$ cat src/trmh_pkg.sv
/*
  Shared constants and types of the tag reader message handler.
  Assumes a 50 MHz APB clock and an outside parser that splits each
  received message into a ten-byte header and a body summary.
*/
package trmh_pkg;

  // ==========================================================================
  // Timing
  localparam int unsigned CLK_PERIOD_NS = 20;
  localparam int unsigned TICK_NS = 1_000_000;
  localparam int unsigned TICK_CYC = TICK_NS / CLK_PERIOD_NS;
  localparam int unsigned REPLY_TIMEOUT_MS = 45_000;

  // ==========================================================================
  // Message numbering
  localparam int unsigned ATTR_SLOTS = 10;
  localparam logic [3:0] ATTR_SLOTS_N = 4'ha;
  localparam logic [7:0] ATTR_ID_NONE = 8'h00;
  localparam logic [7:0] TGT_ID_NONE = 8'h00;
  localparam logic [7:0] FN_STEP = 8'h01;
  localparam logic [6:0] STRM_MAT = 7'h03;
  localparam logic [6:0] STRM_ERR = 7'h09;
  localparam logic [6:0] STRM_CTL = 7'h12;
  localparam logic [7:0] FN_ABORT = 8'h00;
  localparam logic [7:0] FN_MID_RPT = 8'h0d;
  localparam logic [7:0] FN_MID_RPT_ACK = 8'h0e;
  localparam logic [7:0] FN_DSP_WR = 8'h45;
  localparam logic [7:0] FN_ERR_DEV = 8'h01;
  localparam logic [7:0] FN_ERR_STRM = 8'h03;
  localparam logic [7:0] FN_ERR_FUNC = 8'h05;
  localparam logic [7:0] FN_ERR_DATA = 8'h07;
  localparam logic [7:0] FN_ERR_TMO = 8'h09;
  localparam logic [7:0] FN_ATTR_RD = 8'h01;
  localparam logic [7:0] FN_ATTR_WR = 8'h03;
  localparam logic [7:0] FN_DATA_RD = 8'h05;
  localparam logic [7:0] FN_DATA_WR = 8'h07;
  localparam logic [7:0] FN_MID_RD = 8'h09;
  localparam logic [7:0] FN_MID_WR = 8'h0b;
  localparam logic [7:0] FN_SUBSYS = 8'h0d;
  localparam logic [7:0] FN_SCAN = 8'h41;

  // Two-character acknowledge codes, ASCII
  localparam logic [15:0] ACK_NORMAL = 16'h4e4f;
  localparam logic [15:0] ACK_EQUIP_ERR = 16'h4545;
  localparam logic [15:0] ACK_COMM_ERR = 16'h4345;

  // ==========================================================================
  // Register map
  localparam logic [11:0] OFS_CTRL = 12'h000;
  localparam logic [11:0] OFS_DEVID = 12'h004;
  localparam logic [11:0] OFS_LIMIT = 12'h008;
  localparam logic [11:0] OFS_STATUS = 12'h00c;
  localparam logic [11:0] OFS_COUNT = 12'h010;
  localparam int unsigned CTRL_MT_BIT = 0;
  localparam int unsigned LIM_TGT_LSB = 0;
  localparam int unsigned LIM_ATTR_LSB = 8;
  localparam int unsigned STAT_PEND_BIT = 0;
  localparam int unsigned STAT_DUE_BIT = 1;
  localparam int unsigned STAT_BUSY_BIT = 2;
  localparam int unsigned STAT_LASTERR_LSB = 8;
  localparam int unsigned CNT_ERR_LSB = 0;
  localparam int unsigned CNT_TMO_LSB = 16;
  localparam logic RST_MT = 1'b0;
  localparam logic [14:0] RST_DEVID = 15'h0001;
  localparam logic [7:0] RST_TGT_MAX = 8'h01;
  localparam logic [7:0] RST_ATTR_MAX = 8'h20;

  // ==========================================================================
  // Types
  typedef struct packed {
    logic rbit;
    logic [14:0] dev_id;
    logic wbit;
    logic [6:0] stream;
    logic [7:0] func;
    logic [7:0] ptype;
    logic [7:0] stype;
    logic [31:0] sys_bytes;
  } trmh_hdr_t;

  typedef struct packed {
    logic ok;
    logic [7:0] target;
    logic [3:0] attr_n;
    logic [ATTR_SLOTS-1:0][7:0] attr_id;
    logic seg_present;
    logic len_present;
    logic [15:0] len_value;
    logic [15:0] data_bytes;
  } trmh_body_t;

  typedef enum logic [3:0] {
    OP_ATTR_RD, OP_ATTR_WR, OP_DATA_RD, OP_DATA_WR, OP_MID_RD, OP_MID_WR,
    OP_SUBSYS, OP_SCAN, OP_DISPLAY
  } trmh_op_t;

  typedef struct packed {
    logic all_pages;
    logic from_start;
    logic whole_section;
    logic len_sets_size;
  } trmh_mode_t;

  typedef struct packed {
    trmh_op_t op;
    logic [7:0] target;
    trmh_mode_t mode;
    logic [15:0] len;
  } trmh_exec_t;

  typedef struct packed {
    trmh_hdr_t hdr;
    logic [15:0] ack;
    trmh_hdr_t offending_header;
    logic [ATTR_SLOTS-1:0] empty_slot;
    logic [7:0] item_count;
    logic [7:0] port;
  } trmh_reply_t;

  typedef enum logic [1:0] {ST_IDLE, ST_EXEC, ST_SEND} trmh_state_t;

endpackage : trmh_pkg

$ cat src/trmh_core.sv
/*
  Message-level interpreter of the tag reader: checks incoming headers,
  dispatches requests to the transponder engine, builds replies and
  error messages, and times the host reply to a material report.
  Assumes an outside parser delivers header and body summary, an outside
  engine runs operations, and an outside framer sends the reply struct.
*/
// The placing of the registers and register access over APB were chosen for this implementation.
`timescale 1ns/1ps
module trmh_core #(
  parameter int unsigned TICK_CYC = trmh_pkg::TICK_CYC,
  parameter int unsigned REPLY_TIMEOUT_MS = trmh_pkg::REPLY_TIMEOUT_MS
) (
  input wire logic pclk,
  input wire logic presetn,
  input wire logic psel,
  input wire logic penable,
  input wire logic pwrite,
  input wire logic [11:0] paddr,
  input wire logic [31:0] pwdata,
  output logic [31:0] prdata,
  output logic pready,
  output logic pslverr,
  input wire logic rx_valid,
  input wire trmh_pkg::trmh_hdr_t rx_hdr,
  input wire trmh_pkg::trmh_body_t rx_body,
  output logic rx_ready,
  input wire logic mat_req,
  input wire logic [7:0] mat_port,
  output logic mat_ack,
  output logic exec_start,
  output trmh_pkg::trmh_exec_t exec_cmd,
  input wire logic exec_done,
  input wire logic [15:0] exec_ack,
  input wire logic [7:0] exec_count,
  output logic tx_valid,
  output trmh_pkg::trmh_reply_t tx_msg,
  input wire logic tx_ready
);

  // ==========================================================================
  // Declarations
  trmh_pkg::trmh_state_t state_r;
  trmh_pkg::trmh_state_t state_nxt;
  logic maint_r;
  logic [14:0] dev_id_r;
  logic [7:0] tgt_max_r;
  logic [7:0] attr_max_r;
  logic pending_r;
  logic due_r;
  trmh_pkg::trmh_hdr_t saved_hdr_r;
  logic [31:0] tick_cnt_r;
  logic [31:0] ms_cnt_r;
  logic tick;
  logic expire;
  logic want_r;
  logic [31:0] seq_r;
  logic [15:0] err_cnt_r;
  logic [15:0] tmo_cnt_r;
  logic [7:0] last_err_r;
  logic [trmh_pkg::ATTR_SLOTS-1:0] attr_unknown;
  logic take_rx;
  logic take_due;
  logic take_mat;
  logic dec_send;
  logic dec_exec;
  logic dec_err;
  logic dec_cancel;
  trmh_pkg::trmh_reply_t dec_reply;
  trmh_pkg::trmh_exec_t dec_cmd;
  trmh_pkg::trmh_hdr_t mat_hdr;
  logic tgt_ok;
  logic strm_ok;
  logic fn_ok;
  logic is_attr;
  logic apb_setup;
  logic apb_wr;
  logic [31:0] rd_data;
  logic rd_hit;

  // ==========================================================================
  // Request arbitration: received message first, then timeout, then report
  assign take_rx = (state_r == trmh_pkg::ST_IDLE) && rx_valid && rx_ready;
  assign take_due = (state_r == trmh_pkg::ST_IDLE) && !take_rx && due_r;
  assign take_mat = (state_r == trmh_pkg::ST_IDLE) && !take_rx && !due_r && mat_req;

  // Unknown attribute per requested slot
  generate
    for (genvar g = 0; g < trmh_pkg::ATTR_SLOTS; g++) begin : g_attr
      assign attr_unknown[g] = (4'(g) < rx_body.attr_n) &&
        ((rx_body.attr_id[g] == trmh_pkg::ATTR_ID_NONE) ||
         (rx_body.attr_id[g] > attr_max_r));
    end
  endgenerate

  // Antenna target known when within configured head count
  assign tgt_ok = (rx_body.target != trmh_pkg::TGT_ID_NONE) && (rx_body.target <= tgt_max_r);
  assign strm_ok = (rx_hdr.stream == trmh_pkg::STRM_MAT) || (rx_hdr.stream == trmh_pkg::STRM_CTL);
  assign is_attr = (rx_hdr.stream == trmh_pkg::STRM_CTL) &&
    ((rx_hdr.func == trmh_pkg::FN_ATTR_RD) || (rx_hdr.func == trmh_pkg::FN_ATTR_WR));

  // Supported function numbers within each handled stream
  always_comb begin
    fn_ok = 1'b0;
    if (rx_hdr.stream == trmh_pkg::STRM_MAT) begin
      fn_ok = (rx_hdr.func == trmh_pkg::FN_MID_RPT_ACK) || (rx_hdr.func == trmh_pkg::FN_DSP_WR);
    end else if (rx_hdr.stream == trmh_pkg::STRM_CTL) begin
      unique case (rx_hdr.func)
        trmh_pkg::FN_ATTR_RD, trmh_pkg::FN_ATTR_WR, trmh_pkg::FN_DATA_RD,
        trmh_pkg::FN_DATA_WR, trmh_pkg::FN_MID_RD, trmh_pkg::FN_MID_WR,
        trmh_pkg::FN_SUBSYS, trmh_pkg::FN_SCAN: fn_ok = 1'b1;
        default: fn_ok = 1'b0;
      endcase
    end
  end

  // Header of an outgoing material report
  always_comb begin
    mat_hdr = '0;
    mat_hdr.rbit = 1'b1;
    mat_hdr.dev_id = dev_id_r;
    mat_hdr.wbit = 1'b1;
    mat_hdr.stream = trmh_pkg::STRM_MAT;
    mat_hdr.func = trmh_pkg::FN_MID_RPT;
    mat_hdr.sys_bytes = seq_r;
  end

  // ==========================================================================
  // Message decode
  always_comb begin
    dec_send = 1'b0;
    dec_exec = 1'b0;
    dec_err = 1'b0;
    dec_cancel = 1'b0;
    dec_cmd = '0;
    dec_cmd.target = rx_body.target;
    dec_cmd.len = rx_body.len_value;
    dec_reply = '0;
    dec_reply.hdr = rx_hdr;
    dec_reply.hdr.rbit = 1'b1;
    dec_reply.hdr.dev_id = dev_id_r;
    dec_reply.hdr.wbit = 1'b0;
    dec_reply.hdr.func = rx_hdr.func + trmh_pkg::FN_STEP;
    dec_reply.offending_header = rx_hdr;
    dec_reply.ack = trmh_pkg::ACK_NORMAL;
    dec_reply.port = rx_body.target;
    if (rx_hdr.dev_id != dev_id_r) begin
      dec_err = 1'b1;
      dec_reply.hdr.func = trmh_pkg::FN_ERR_DEV;
    end else if (rx_hdr.func == trmh_pkg::FN_ABORT) begin
      dec_cancel = 1'b1;
    end else if (!strm_ok) begin
      dec_err = 1'b1;
      dec_reply.hdr.func = trmh_pkg::FN_ERR_STRM;
    end else if (!fn_ok) begin
      dec_err = 1'b1;
      dec_reply.hdr.func = trmh_pkg::FN_ERR_FUNC;
    end else if (!rx_body.ok || (is_attr && (rx_body.attr_n > trmh_pkg::ATTR_SLOTS_N))) begin
      dec_err = 1'b1;
      dec_reply.hdr.func = trmh_pkg::FN_ERR_DATA;
    end else if (rx_hdr.stream == trmh_pkg::STRM_MAT) begin
      if (rx_hdr.func == trmh_pkg::FN_MID_RPT_ACK) begin
        // Host acknowledge of our report ends the timed transaction
        dec_cancel = pending_r && (rx_hdr.sys_bytes == saved_hdr_r.sys_bytes);
      end else begin
        dec_exec = 1'b1;
        dec_cmd.op = trmh_pkg::OP_DISPLAY;
      end
    end else begin
      unique case (rx_hdr.func)
        trmh_pkg::FN_ATTR_RD: begin
          dec_exec = 1'b1;
          dec_cmd.op = trmh_pkg::OP_ATTR_RD;
          dec_reply.empty_slot = attr_unknown;
        end
        trmh_pkg::FN_ATTR_WR: begin
          dec_cmd.op = trmh_pkg::OP_ATTR_WR;
          if (|attr_unknown) begin
            dec_send = 1'b1;
            dec_reply.ack = trmh_pkg::ACK_COMM_ERR;
          end else begin
            dec_exec = 1'b1;
          end
        end
        trmh_pkg::FN_DATA_RD: begin
          dec_cmd.op = trmh_pkg::OP_DATA_RD;
          dec_cmd.mode.all_pages = !rx_body.seg_present && !rx_body.len_present;
          dec_cmd.mode.from_start = rx_body.seg_present && !rx_body.len_present;
          if (!tgt_ok) begin
            dec_send = 1'b1;
            dec_reply.ack = trmh_pkg::ACK_COMM_ERR;
          end else begin
            dec_exec = 1'b1;
          end
        end
        trmh_pkg::FN_DATA_WR: begin
          dec_cmd.op = trmh_pkg::OP_DATA_WR;
          dec_cmd.mode.all_pages = !rx_body.seg_present && !rx_body.len_present;
          dec_cmd.mode.whole_section = !rx_body.len_present ||
            (rx_body.len_value == '0);
          dec_cmd.mode.len_sets_size = !rx_body.seg_present && rx_body.len_present;
          if (!tgt_ok) begin
            dec_send = 1'b1;
            dec_reply.ack = trmh_pkg::ACK_COMM_ERR;
          end else if (rx_body.len_present && (rx_body.len_value != '0) &&
                       (rx_body.data_bytes > rx_body.len_value)) begin
            dec_send = 1'b1;
            dec_reply.ack = trmh_pkg::ACK_COMM_ERR;
          end else begin
            dec_exec = 1'b1;
          end
        end
        trmh_pkg::FN_MID_RD: begin
          dec_cmd.op = trmh_pkg::OP_MID_RD;
          if (!tgt_ok) begin
            dec_send = 1'b1;
            dec_reply.ack = trmh_pkg::ACK_COMM_ERR;
          end else begin
            dec_exec = 1'b1;
          end
        end
        trmh_pkg::FN_MID_WR: begin
          dec_cmd.op = trmh_pkg::OP_MID_WR;
          if (!tgt_ok) begin
            dec_send = 1'b1;
            dec_reply.ack = trmh_pkg::ACK_COMM_ERR;
          end else if (!maint_r) begin
            dec_send = 1'b1;
            dec_reply.ack = trmh_pkg::ACK_EQUIP_ERR;
          end else begin
            dec_exec = 1'b1;
          end
        end
        trmh_pkg::FN_SUBSYS: begin
          dec_exec = 1'b1;
          dec_cmd.op = trmh_pkg::OP_SUBSYS;
        end
        default: begin
          dec_cmd.op = trmh_pkg::OP_SCAN;
          if (!tgt_ok) begin
            dec_send = 1'b1;
            dec_reply.ack = trmh_pkg::ACK_COMM_ERR;
          end else begin
            dec_exec = 1'b1;
          end
        end
      endcase
    end
    // Error messages carry the offending header and want no reply
    if (dec_err) begin
      dec_send = 1'b1;
      dec_reply.hdr.stream = trmh_pkg::STRM_ERR;
    end else if (dec_send && !rx_hdr.wbit) begin
      dec_send = 1'b0;
    end
  end

  // ==========================================================================
  // Sequencer
  always_comb begin
    state_nxt = state_r;
    unique case (state_r)
      trmh_pkg::ST_IDLE: begin
        if (take_rx) begin
          state_nxt = dec_exec ? trmh_pkg::ST_EXEC :
                      (dec_send ? trmh_pkg::ST_SEND : trmh_pkg::ST_IDLE);
        end else if (take_due || take_mat) begin
          state_nxt = trmh_pkg::ST_SEND;
        end
      end
      trmh_pkg::ST_EXEC: begin
        if (exec_done) begin
          state_nxt = want_r ? trmh_pkg::ST_SEND : trmh_pkg::ST_IDLE;
        end
      end
      trmh_pkg::ST_SEND: begin
        if (tx_ready) begin
          state_nxt = trmh_pkg::ST_IDLE;
        end
      end
    endcase
  end

  // State and intake ready
  always_ff @(posedge pclk or negedge presetn) begin
    if (!presetn) begin
      state_r <= trmh_pkg::ST_IDLE;
      rx_ready <= 1'b1;
      want_r <= 1'b0;
    end else begin
      state_r <= state_nxt;
      rx_ready <= (state_nxt == trmh_pkg::ST_IDLE);
      if (take_rx) begin
        want_r <= rx_hdr.wbit;
      end
    end
  end

  // Engine command pulse
  always_ff @(posedge pclk or negedge presetn) begin
    if (!presetn) begin
      exec_start <= 1'b0;
      exec_cmd <= '0;
    end else begin
      exec_start <= take_rx && dec_exec;
      if (take_rx && dec_exec) begin
        exec_cmd <= dec_cmd;
      end
    end
  end

  // Outgoing message register
  always_ff @(posedge pclk or negedge presetn) begin
    if (!presetn) begin
      tx_valid <= 1'b0;
      tx_msg <= '0;
      mat_ack <= 1'b0;
    end else begin
      mat_ack <= take_mat;
      if (take_rx) begin
        tx_msg <= dec_reply;
        tx_valid <= dec_send;
      end else if (take_due) begin
        tx_msg <= '0;
        tx_msg.hdr <= mat_hdr;
        tx_msg.hdr.wbit <= 1'b0;
        tx_msg.hdr.stream <= trmh_pkg::STRM_ERR;
        tx_msg.hdr.func <= trmh_pkg::FN_ERR_TMO;
        tx_msg.offending_header <= saved_hdr_r;
        tx_valid <= 1'b1;
      end else if (take_mat) begin
        tx_msg <= '0;
        tx_msg.hdr <= mat_hdr;
        tx_msg.port <= mat_port;
        tx_valid <= 1'b1;
      end else if ((state_r == trmh_pkg::ST_EXEC) && exec_done) begin
        tx_valid <= want_r;
        tx_msg.item_count <= exec_count;
        if ((exec_cmd.op == trmh_pkg::OP_SCAN) && (exec_count == '0)) begin
          tx_msg.ack <= trmh_pkg::ACK_NORMAL;
        end else begin
          tx_msg.ack <= exec_ack;
        end
      end else if (tx_valid && tx_ready) begin
        tx_valid <= 1'b0;
      end
    end
  end

  // ==========================================================================
  // Reply timer, one millisecond tick
  assign tick = (tick_cnt_r == TICK_CYC - 1);
  // Only a taken cancel beats expiry; a stale header on the intake must not
  assign expire = pending_r && tick && (ms_cnt_r == REPLY_TIMEOUT_MS - 1) &&
    !(take_rx && dec_cancel);

  always_ff @(posedge pclk or negedge presetn) begin
    if (!presetn) begin
      tick_cnt_r <= '0;
    end else if (tick || !pending_r) begin
      tick_cnt_r <= '0;
    end else begin
      tick_cnt_r <= tick_cnt_r + 32'h0000_0001;
    end
  end

  // Only the latest report is timed; a new one replaces it
  always_ff @(posedge pclk or negedge presetn) begin
    if (!presetn) begin
      pending_r <= 1'b0;
      saved_hdr_r <= '0;
      ms_cnt_r <= '0;
      seq_r <= '0;
    end else if (take_mat) begin
      pending_r <= 1'b1;
      saved_hdr_r <= mat_hdr;
      ms_cnt_r <= '0;
      seq_r <= seq_r + 32'h0000_0001;
    end else if (take_rx && dec_cancel) begin
      pending_r <= 1'b0;
    end else if (expire) begin
      pending_r <= 1'b0;
    end else if (pending_r && tick) begin
      ms_cnt_r <= ms_cnt_r + 32'h0000_0001;
    end
  end

  // Timeout message owed, set wins over clear
  always_ff @(posedge pclk or negedge presetn) begin
    if (!presetn) begin
      due_r <= 1'b0;
    end else if (expire) begin
      due_r <= 1'b1;
    end else if (take_due) begin
      due_r <= 1'b0;
    end
  end

  // Error statistics
  always_ff @(posedge pclk or negedge presetn) begin
    if (!presetn) begin
      err_cnt_r <= '0;
      tmo_cnt_r <= '0;
      last_err_r <= '0;
    end else if (take_rx && dec_err) begin
      err_cnt_r <= err_cnt_r + 16'h0001;
      last_err_r <= dec_reply.hdr.func;
    end else if (take_due) begin
      err_cnt_r <= err_cnt_r + 16'h0001;
      tmo_cnt_r <= tmo_cnt_r + 16'h0001;
      last_err_r <= trmh_pkg::FN_ERR_TMO;
    end
  end

  // ==========================================================================
  // APB slave, no wait states
  assign apb_setup = psel && !penable;
  assign apb_wr = psel && penable && pready && pwrite;

  // Read mux and address decode
  always_comb begin
    rd_data = '0;
    rd_hit = 1'b1;
    unique case (paddr)
      trmh_pkg::OFS_CTRL: rd_data[trmh_pkg::CTRL_MT_BIT] = maint_r;
      trmh_pkg::OFS_DEVID: rd_data[14:0] = dev_id_r;
      trmh_pkg::OFS_LIMIT: begin
        rd_data[trmh_pkg::LIM_TGT_LSB +: 8] = tgt_max_r;
        rd_data[trmh_pkg::LIM_ATTR_LSB +: 8] = attr_max_r;
      end
      trmh_pkg::OFS_STATUS: begin
        rd_data[trmh_pkg::STAT_PEND_BIT] = pending_r;
        rd_data[trmh_pkg::STAT_DUE_BIT] = due_r;
        rd_data[trmh_pkg::STAT_BUSY_BIT] = (state_r != trmh_pkg::ST_IDLE);
        rd_data[trmh_pkg::STAT_LASTERR_LSB +: 8] = last_err_r;
      end
      trmh_pkg::OFS_COUNT: begin
        rd_data[trmh_pkg::CNT_ERR_LSB +: 16] = err_cnt_r;
        rd_data[trmh_pkg::CNT_TMO_LSB +: 16] = tmo_cnt_r;
      end
      default: rd_hit = 1'b0;
    endcase
  end

  // Bus answer registers
  always_ff @(posedge pclk or negedge presetn) begin
    if (!presetn) begin
      pready <= 1'b0;
      prdata <= '0;
      pslverr <= 1'b0;
    end else if (apb_setup) begin
      pready <= 1'b1;
      prdata <= pwrite ? '0 : rd_data;
      pslverr <= !rd_hit;
    end else begin
      pready <= 1'b0;
      pslverr <= 1'b0;
    end
  end

  // Writable configuration
  always_ff @(posedge pclk or negedge presetn) begin
    if (!presetn) begin
      maint_r <= trmh_pkg::RST_MT;
      dev_id_r <= trmh_pkg::RST_DEVID;
      tgt_max_r <= trmh_pkg::RST_TGT_MAX;
      attr_max_r <= trmh_pkg::RST_ATTR_MAX;
    end else if (apb_wr) begin
      if (paddr == trmh_pkg::OFS_CTRL) begin
        maint_r <= pwdata[trmh_pkg::CTRL_MT_BIT];
      end
      if (paddr == trmh_pkg::OFS_DEVID) begin
        dev_id_r <= pwdata[14:0];
      end
      if (paddr == trmh_pkg::OFS_LIMIT) begin
        tgt_max_r <= pwdata[trmh_pkg::LIM_TGT_LSB +: 8];
        attr_max_r <= pwdata[trmh_pkg::LIM_ATTR_LSB +: 8];
      end
    end
  end

endmodule : trmh_core

$ cat config.mk
export PLATFORM = sky130hd
export DESIGN_NAME = trmh_core
export DESIGN_NICKNAME = d
export VERILOG_FILES = /design/src/trmh_pkg.sv /design/src/trmh_core.sv
export SDC_FILE = /design/constraint.sdc
export NUM_CORES = 1
export LEC_CHECK = 0
export ABC_AREA = 1
export BUFFER_PORTS_ARGS = -buffer_cell sky130_fd_sc_hd__buf_2
export CAP_MARGIN = 10
export CORE_MARGIN = 2
export CORE_UTILIZATION = 42
export CTS_CLUSTER_SIZE = 12
export DETAILED_ROUTE_END_ITERATION = 8
export SLEW_MARGIN = 20
export SYNTH_ARGS = -nofsm -noshare
export SYNTH_HDL_FRONTEND = slang
export SYNTH_SLANG_ARGS = --single-unit
$ cat constraint.sdc
create_clock -name pclk -period 3.2 [get_ports pclk]
set_clock_uncertainty 0.05 [all_clocks]
set_input_delay 0.16 -clock pclk [delete_from_list [all_inputs] [get_ports pclk]]
set_output_delay 0.16 -clock pclk [all_outputs]
set_load 0.005 [all_outputs]
==> impl_metrics.csv <==
group,metric,value,unit
logic_synthesis,synth.net_count,3526,
power_and_ir_drop,peakVddDrop,0.369,mV
final_layout,finish.net_count,4271,
timing,setup_viol,0,
global_route,grt_overflow_total,0,
power_and_ir_drop,powerDensity,400,nW/µm²
timing,finalCritPeriodShare,96.7,%
floorplan,dieWidth,249,µm
logic_synthesis,synth_edf_count,0,
logic_synthesis,synth_top_area_share,46.8,%
drt,drtIter0Drc,1867,
drt,dr.pass1.iters,5,
final_layout,drive_gt1_share,19.9,%
global_route,grt_pass1_vias,23900,
drt,drt-total-wl,92500,µm
timing,hold_violations,0,
global_route,antenna_found_initial,8,
placed_design,numPortBuffers,547,
global_route,grt_max_degree,140,
worst_setup_path,crit_family,"simple AND/OR/NAND/NOR gates",
timing,final_max_slew_viol_count,0,
logic_synthesis,synth-seq-cells,477,
clocking,clk_latency,610,ps
drt,antenna_left,0,
logic_synthesis,synthTopCellsByArea,"dfrtp_1 47%, nand2_1 13%, ha_1 5.7%",
placed_design,dp_hpwl,69000,µm
floorplan,io_pins,564,
worst_setup_path,critical_path_buf_inv_count,3,
timing,hold_slack,29.3,ps
worst_setup_path,path_common_cell,"nand2_1",
logic_synthesis,synth_top_cell_by_area,"dfrtp_1",
timing,fmax,323,MHz
clocking,clkTransAtPathRegs,60,ps
worst_setup_path,arrival,3530,ps
worst_setup_path,r2r_end,"err_cnt_r[6]",
placed_design,gp_congestion,0.943,
final_layout,area_delta_synth_final,30.2,%
timing,fin_crit,3100,ps
power_and_ir_drop,report.power.total,0.0132,W
logic_synthesis,ys_seq_area_share,47.2,%
outcome,status,"complete, no violations",
run,cap_violations,0,
global_route,grt_pass1_wl,142000,µm
clocking,numCtsBuffers,52,
floorplan,coreArea,59200,µm²
logic_synthesis,postSynth.asyncResetShare,100,%
worst_setup_path,cp_max_fo,17,
final_layout,seq_area,11900,µm²
worst_setup_path,rrSetupSlack,100,ps
floorplan,die-area,62200,µm²
logic_synthesis,yosys_warnings,0,
clocking,cts_tree,"done",
clocking,clk_path_buf_depth,3,
hold_path,hold_class,"input pin to async pin",
worst_setup_path,max_stage_delay,690,ps
clocking,cts-root-buf,"clkbuf_16",
drt,num_vias,24600,
floorplan,start_util,42.7,%
final_layout,utilization,55.5,%
worst_setup_path,critPathLaunchType,"flop",
clocking,cts_max_level,2,
logic_synthesis,netlist_area,25300,µm²
power_and_ir_drop,p_leak,16.8,nW
worst_setup_path,rr_startpoint,"dev_id_r[9]",
final_layout,multi_input_area,11500,µm²
placed_design,dpl_cell_area,29000,µm²
floorplan,rows,89,
logic_synthesis,syn-instance-count,3118,
worst_setup_path,required,3640,ps
worst_setup_path,slowest_stage,"nor4_1",
worst_setup_path,cp_cell_sequence,"inv_1 -> nand2_1 -> nand4_1 -> nor4_1 -> nand2_1 -> inv_1 -> nand2_1 -> nand2_1 -> nand2_2 -> buf_4 -> nand2_1 -> nor2_1 -> xor2_1",
final_layout,fin_area,32900,µm²
floorplan,die_h,249,µm
logic_synthesis,synth_cell_types,54,
logic_synthesis,synthFlopType,"dfrtp_1",
clocking,clock_sinks,477,
drt,drc,0,
global_route,grt_usage,29.2,%
timing,worstMarginPinSlew,1130,ps
worst_setup_path,endpoint_kind,"flop",
worst_setup_path,critPathKind,"flop to flop",
timing,relSlewSlack,24.8,%
drt,viasPerCell,5.26,
final_layout,fillers,5475,
drt,wire_per_inst,19.8,µm
logic_synthesis,syn_avg_cell_area,8.11,µm²
worst_setup_path,rr_worst_depth,13,
## layout by cell type (no fill, tap or decap), types with 9 or more instances in the layout
master,instances
a21oi_1,122
a221oi_1,10
a22o_1,19
a31oi_1,38
a32o_1,16
buf_2,546
buf_4,53
clkbuf_1,16
clkbuf_16,56
clkbuf_8,14
dfrtp_1,472
dlygate4sd3_1,188
ha_1,115
inv_1,332
inv_2,14
nand2_1,869
nand3_1,123
nand4_1,53
nor2_1,227
nor2_2,11
nor3_1,63
nor4_1,53
o211ai_1,43
o21a_1,13
o21ai_0,182
o21ai_1,30
o22ai_1,18
or2_2,9
xnor2_1,17
xor2_1,67
## per-stage QoR
stage	setup slack, ps	TNS (ps)	std cells
4_1_cts	47.8	0	4668
6_report	105	0	4684
3_3_place_gp	141	0	4385
2_1_floorplan	718	0	3118
5_1_grt	-40.3	-619	4683
3_5_place_dp	115	0	4385
## layer usage
metal / routed length (µm) / part of all wire, % / GRT usage, % / vias up
li1: - / - / - / 11800
met1: 39500 / 43 / 38.8 / 11800
met2: 42800 / 46 / 47.2 / 856
met3: 6030 / 6.5 / 5.05 / 198
met4: 4180 / 4.5 / 12.6 / 0
met5: 0 / 0 / 0 / -
## cell usage after synthesis (10+ instances only)
cell	count
inv_2	15
a221oi_1	10
o21ai_1	30
nor3_1	63
o22ai_1	18
o31ai_1	11
nand3_1	124
o21a_1	13
nand2_1	869
nor2_1	234
ha_1	116
xnor2_1	17
buf_4	16
o211ai_1	43
nor4_1	53
xor2_1	67
a32o_1	16
nand4_1	53
buf_2	14
o21ai_0	182
clkbuf_1	79
inv_1	337
a22o_1	19
dfrtp_1	473
a31oi_1	38
a21oi_1	124
## worst register-to-register path, stage by stage, from the launching register on
cell,delay [ps]
dfrtp_1,370
inv_1,130
nand2_1,80
nand4_1,210
nor4_1,690
nand2_1,250
inv_1,180
nand2_1,90
nand2_1,210
nand2_2,170
buf_4,240
nand2_1,110
nor2_1,60
xor2_1,140
## how the worst max path moves through the flow
stage | startpoint | to | slack (ps) | depth (start not counted)
finish | dev_id_r[9] | err_cnt_r[6] | 100 | 13
global route | attr_max_r[5] | exec_cmd[27] | -40 | 19
CTS | rx_body[42] | exec_cmd[24] | 50 | 15
detailed placement | attr_max_r[4] | exec_cmd[24] | 110 | 18
global placement | attr_max_r[4] | exec_cmd[23] | 140 | 18
floorplan | state_r[0] | seq_r[30] | 720 | 16
## flip-flops by register name, indices dropped and copies added, names as in the netlist, 2 cells and up
| register | count |
|---|---|
| err_cnt_r | 16 |
| seq_r | 32 |
| attr_max_r | 8 |
| last_err_r | 8 |
| dev_id_r | 15 |
| state_r | 2 |
| ms_cnt_r | 32 |
| saved_hdr_r | 48 |
| exec_cmd | 32 |
| prdata | 32 |
| tx_msg | 186 |
| tick_cnt_r | 32 |
| tgt_max_r | 8 |
| tmo_cnt_r | 16 |
## cell families (layout without fill, tap and decap cells)
logic type,Yosys count,in the layout,share of synthesized area (%)
compound gates,529,529,12.5
fa+ha+maj,116,116,5.74
other cells,0,7,0
simple gates,1442,1442,24.3
buf+inv,470,1256,7.38
xor+xnor,84,84,2.91
flops,477,477,47.2
## power breakdown
part	internal, W	total (W)	switching (W)
clock	0.00362	0.00617	0.00255
sequential	0.00603	0.00603	0.000000640
combinational	0.000423	0.000952	0.000528
total	0.0101	0.0132	0.00308
## layout make-up
class	instances	area share [%]
Antenna cell	7	0.0532
Sequential cell	477	36.3
Clock buffer	83	4.80
Multi-Input combinational cell	2171	35.1
Tap cell	773	2.94
Timing Repair Buffer	805	16.2
Inverter	356	4.11
Clock inverter	12	0.528
## timing repair
action	CTS	global route
hold buffers	188	0
endpoints found under the hold margin	631	0
resized for setup	0	24
setup endpoints to repair	0	40
setup buffers	0	5
(Power assumes the default switching activity.)
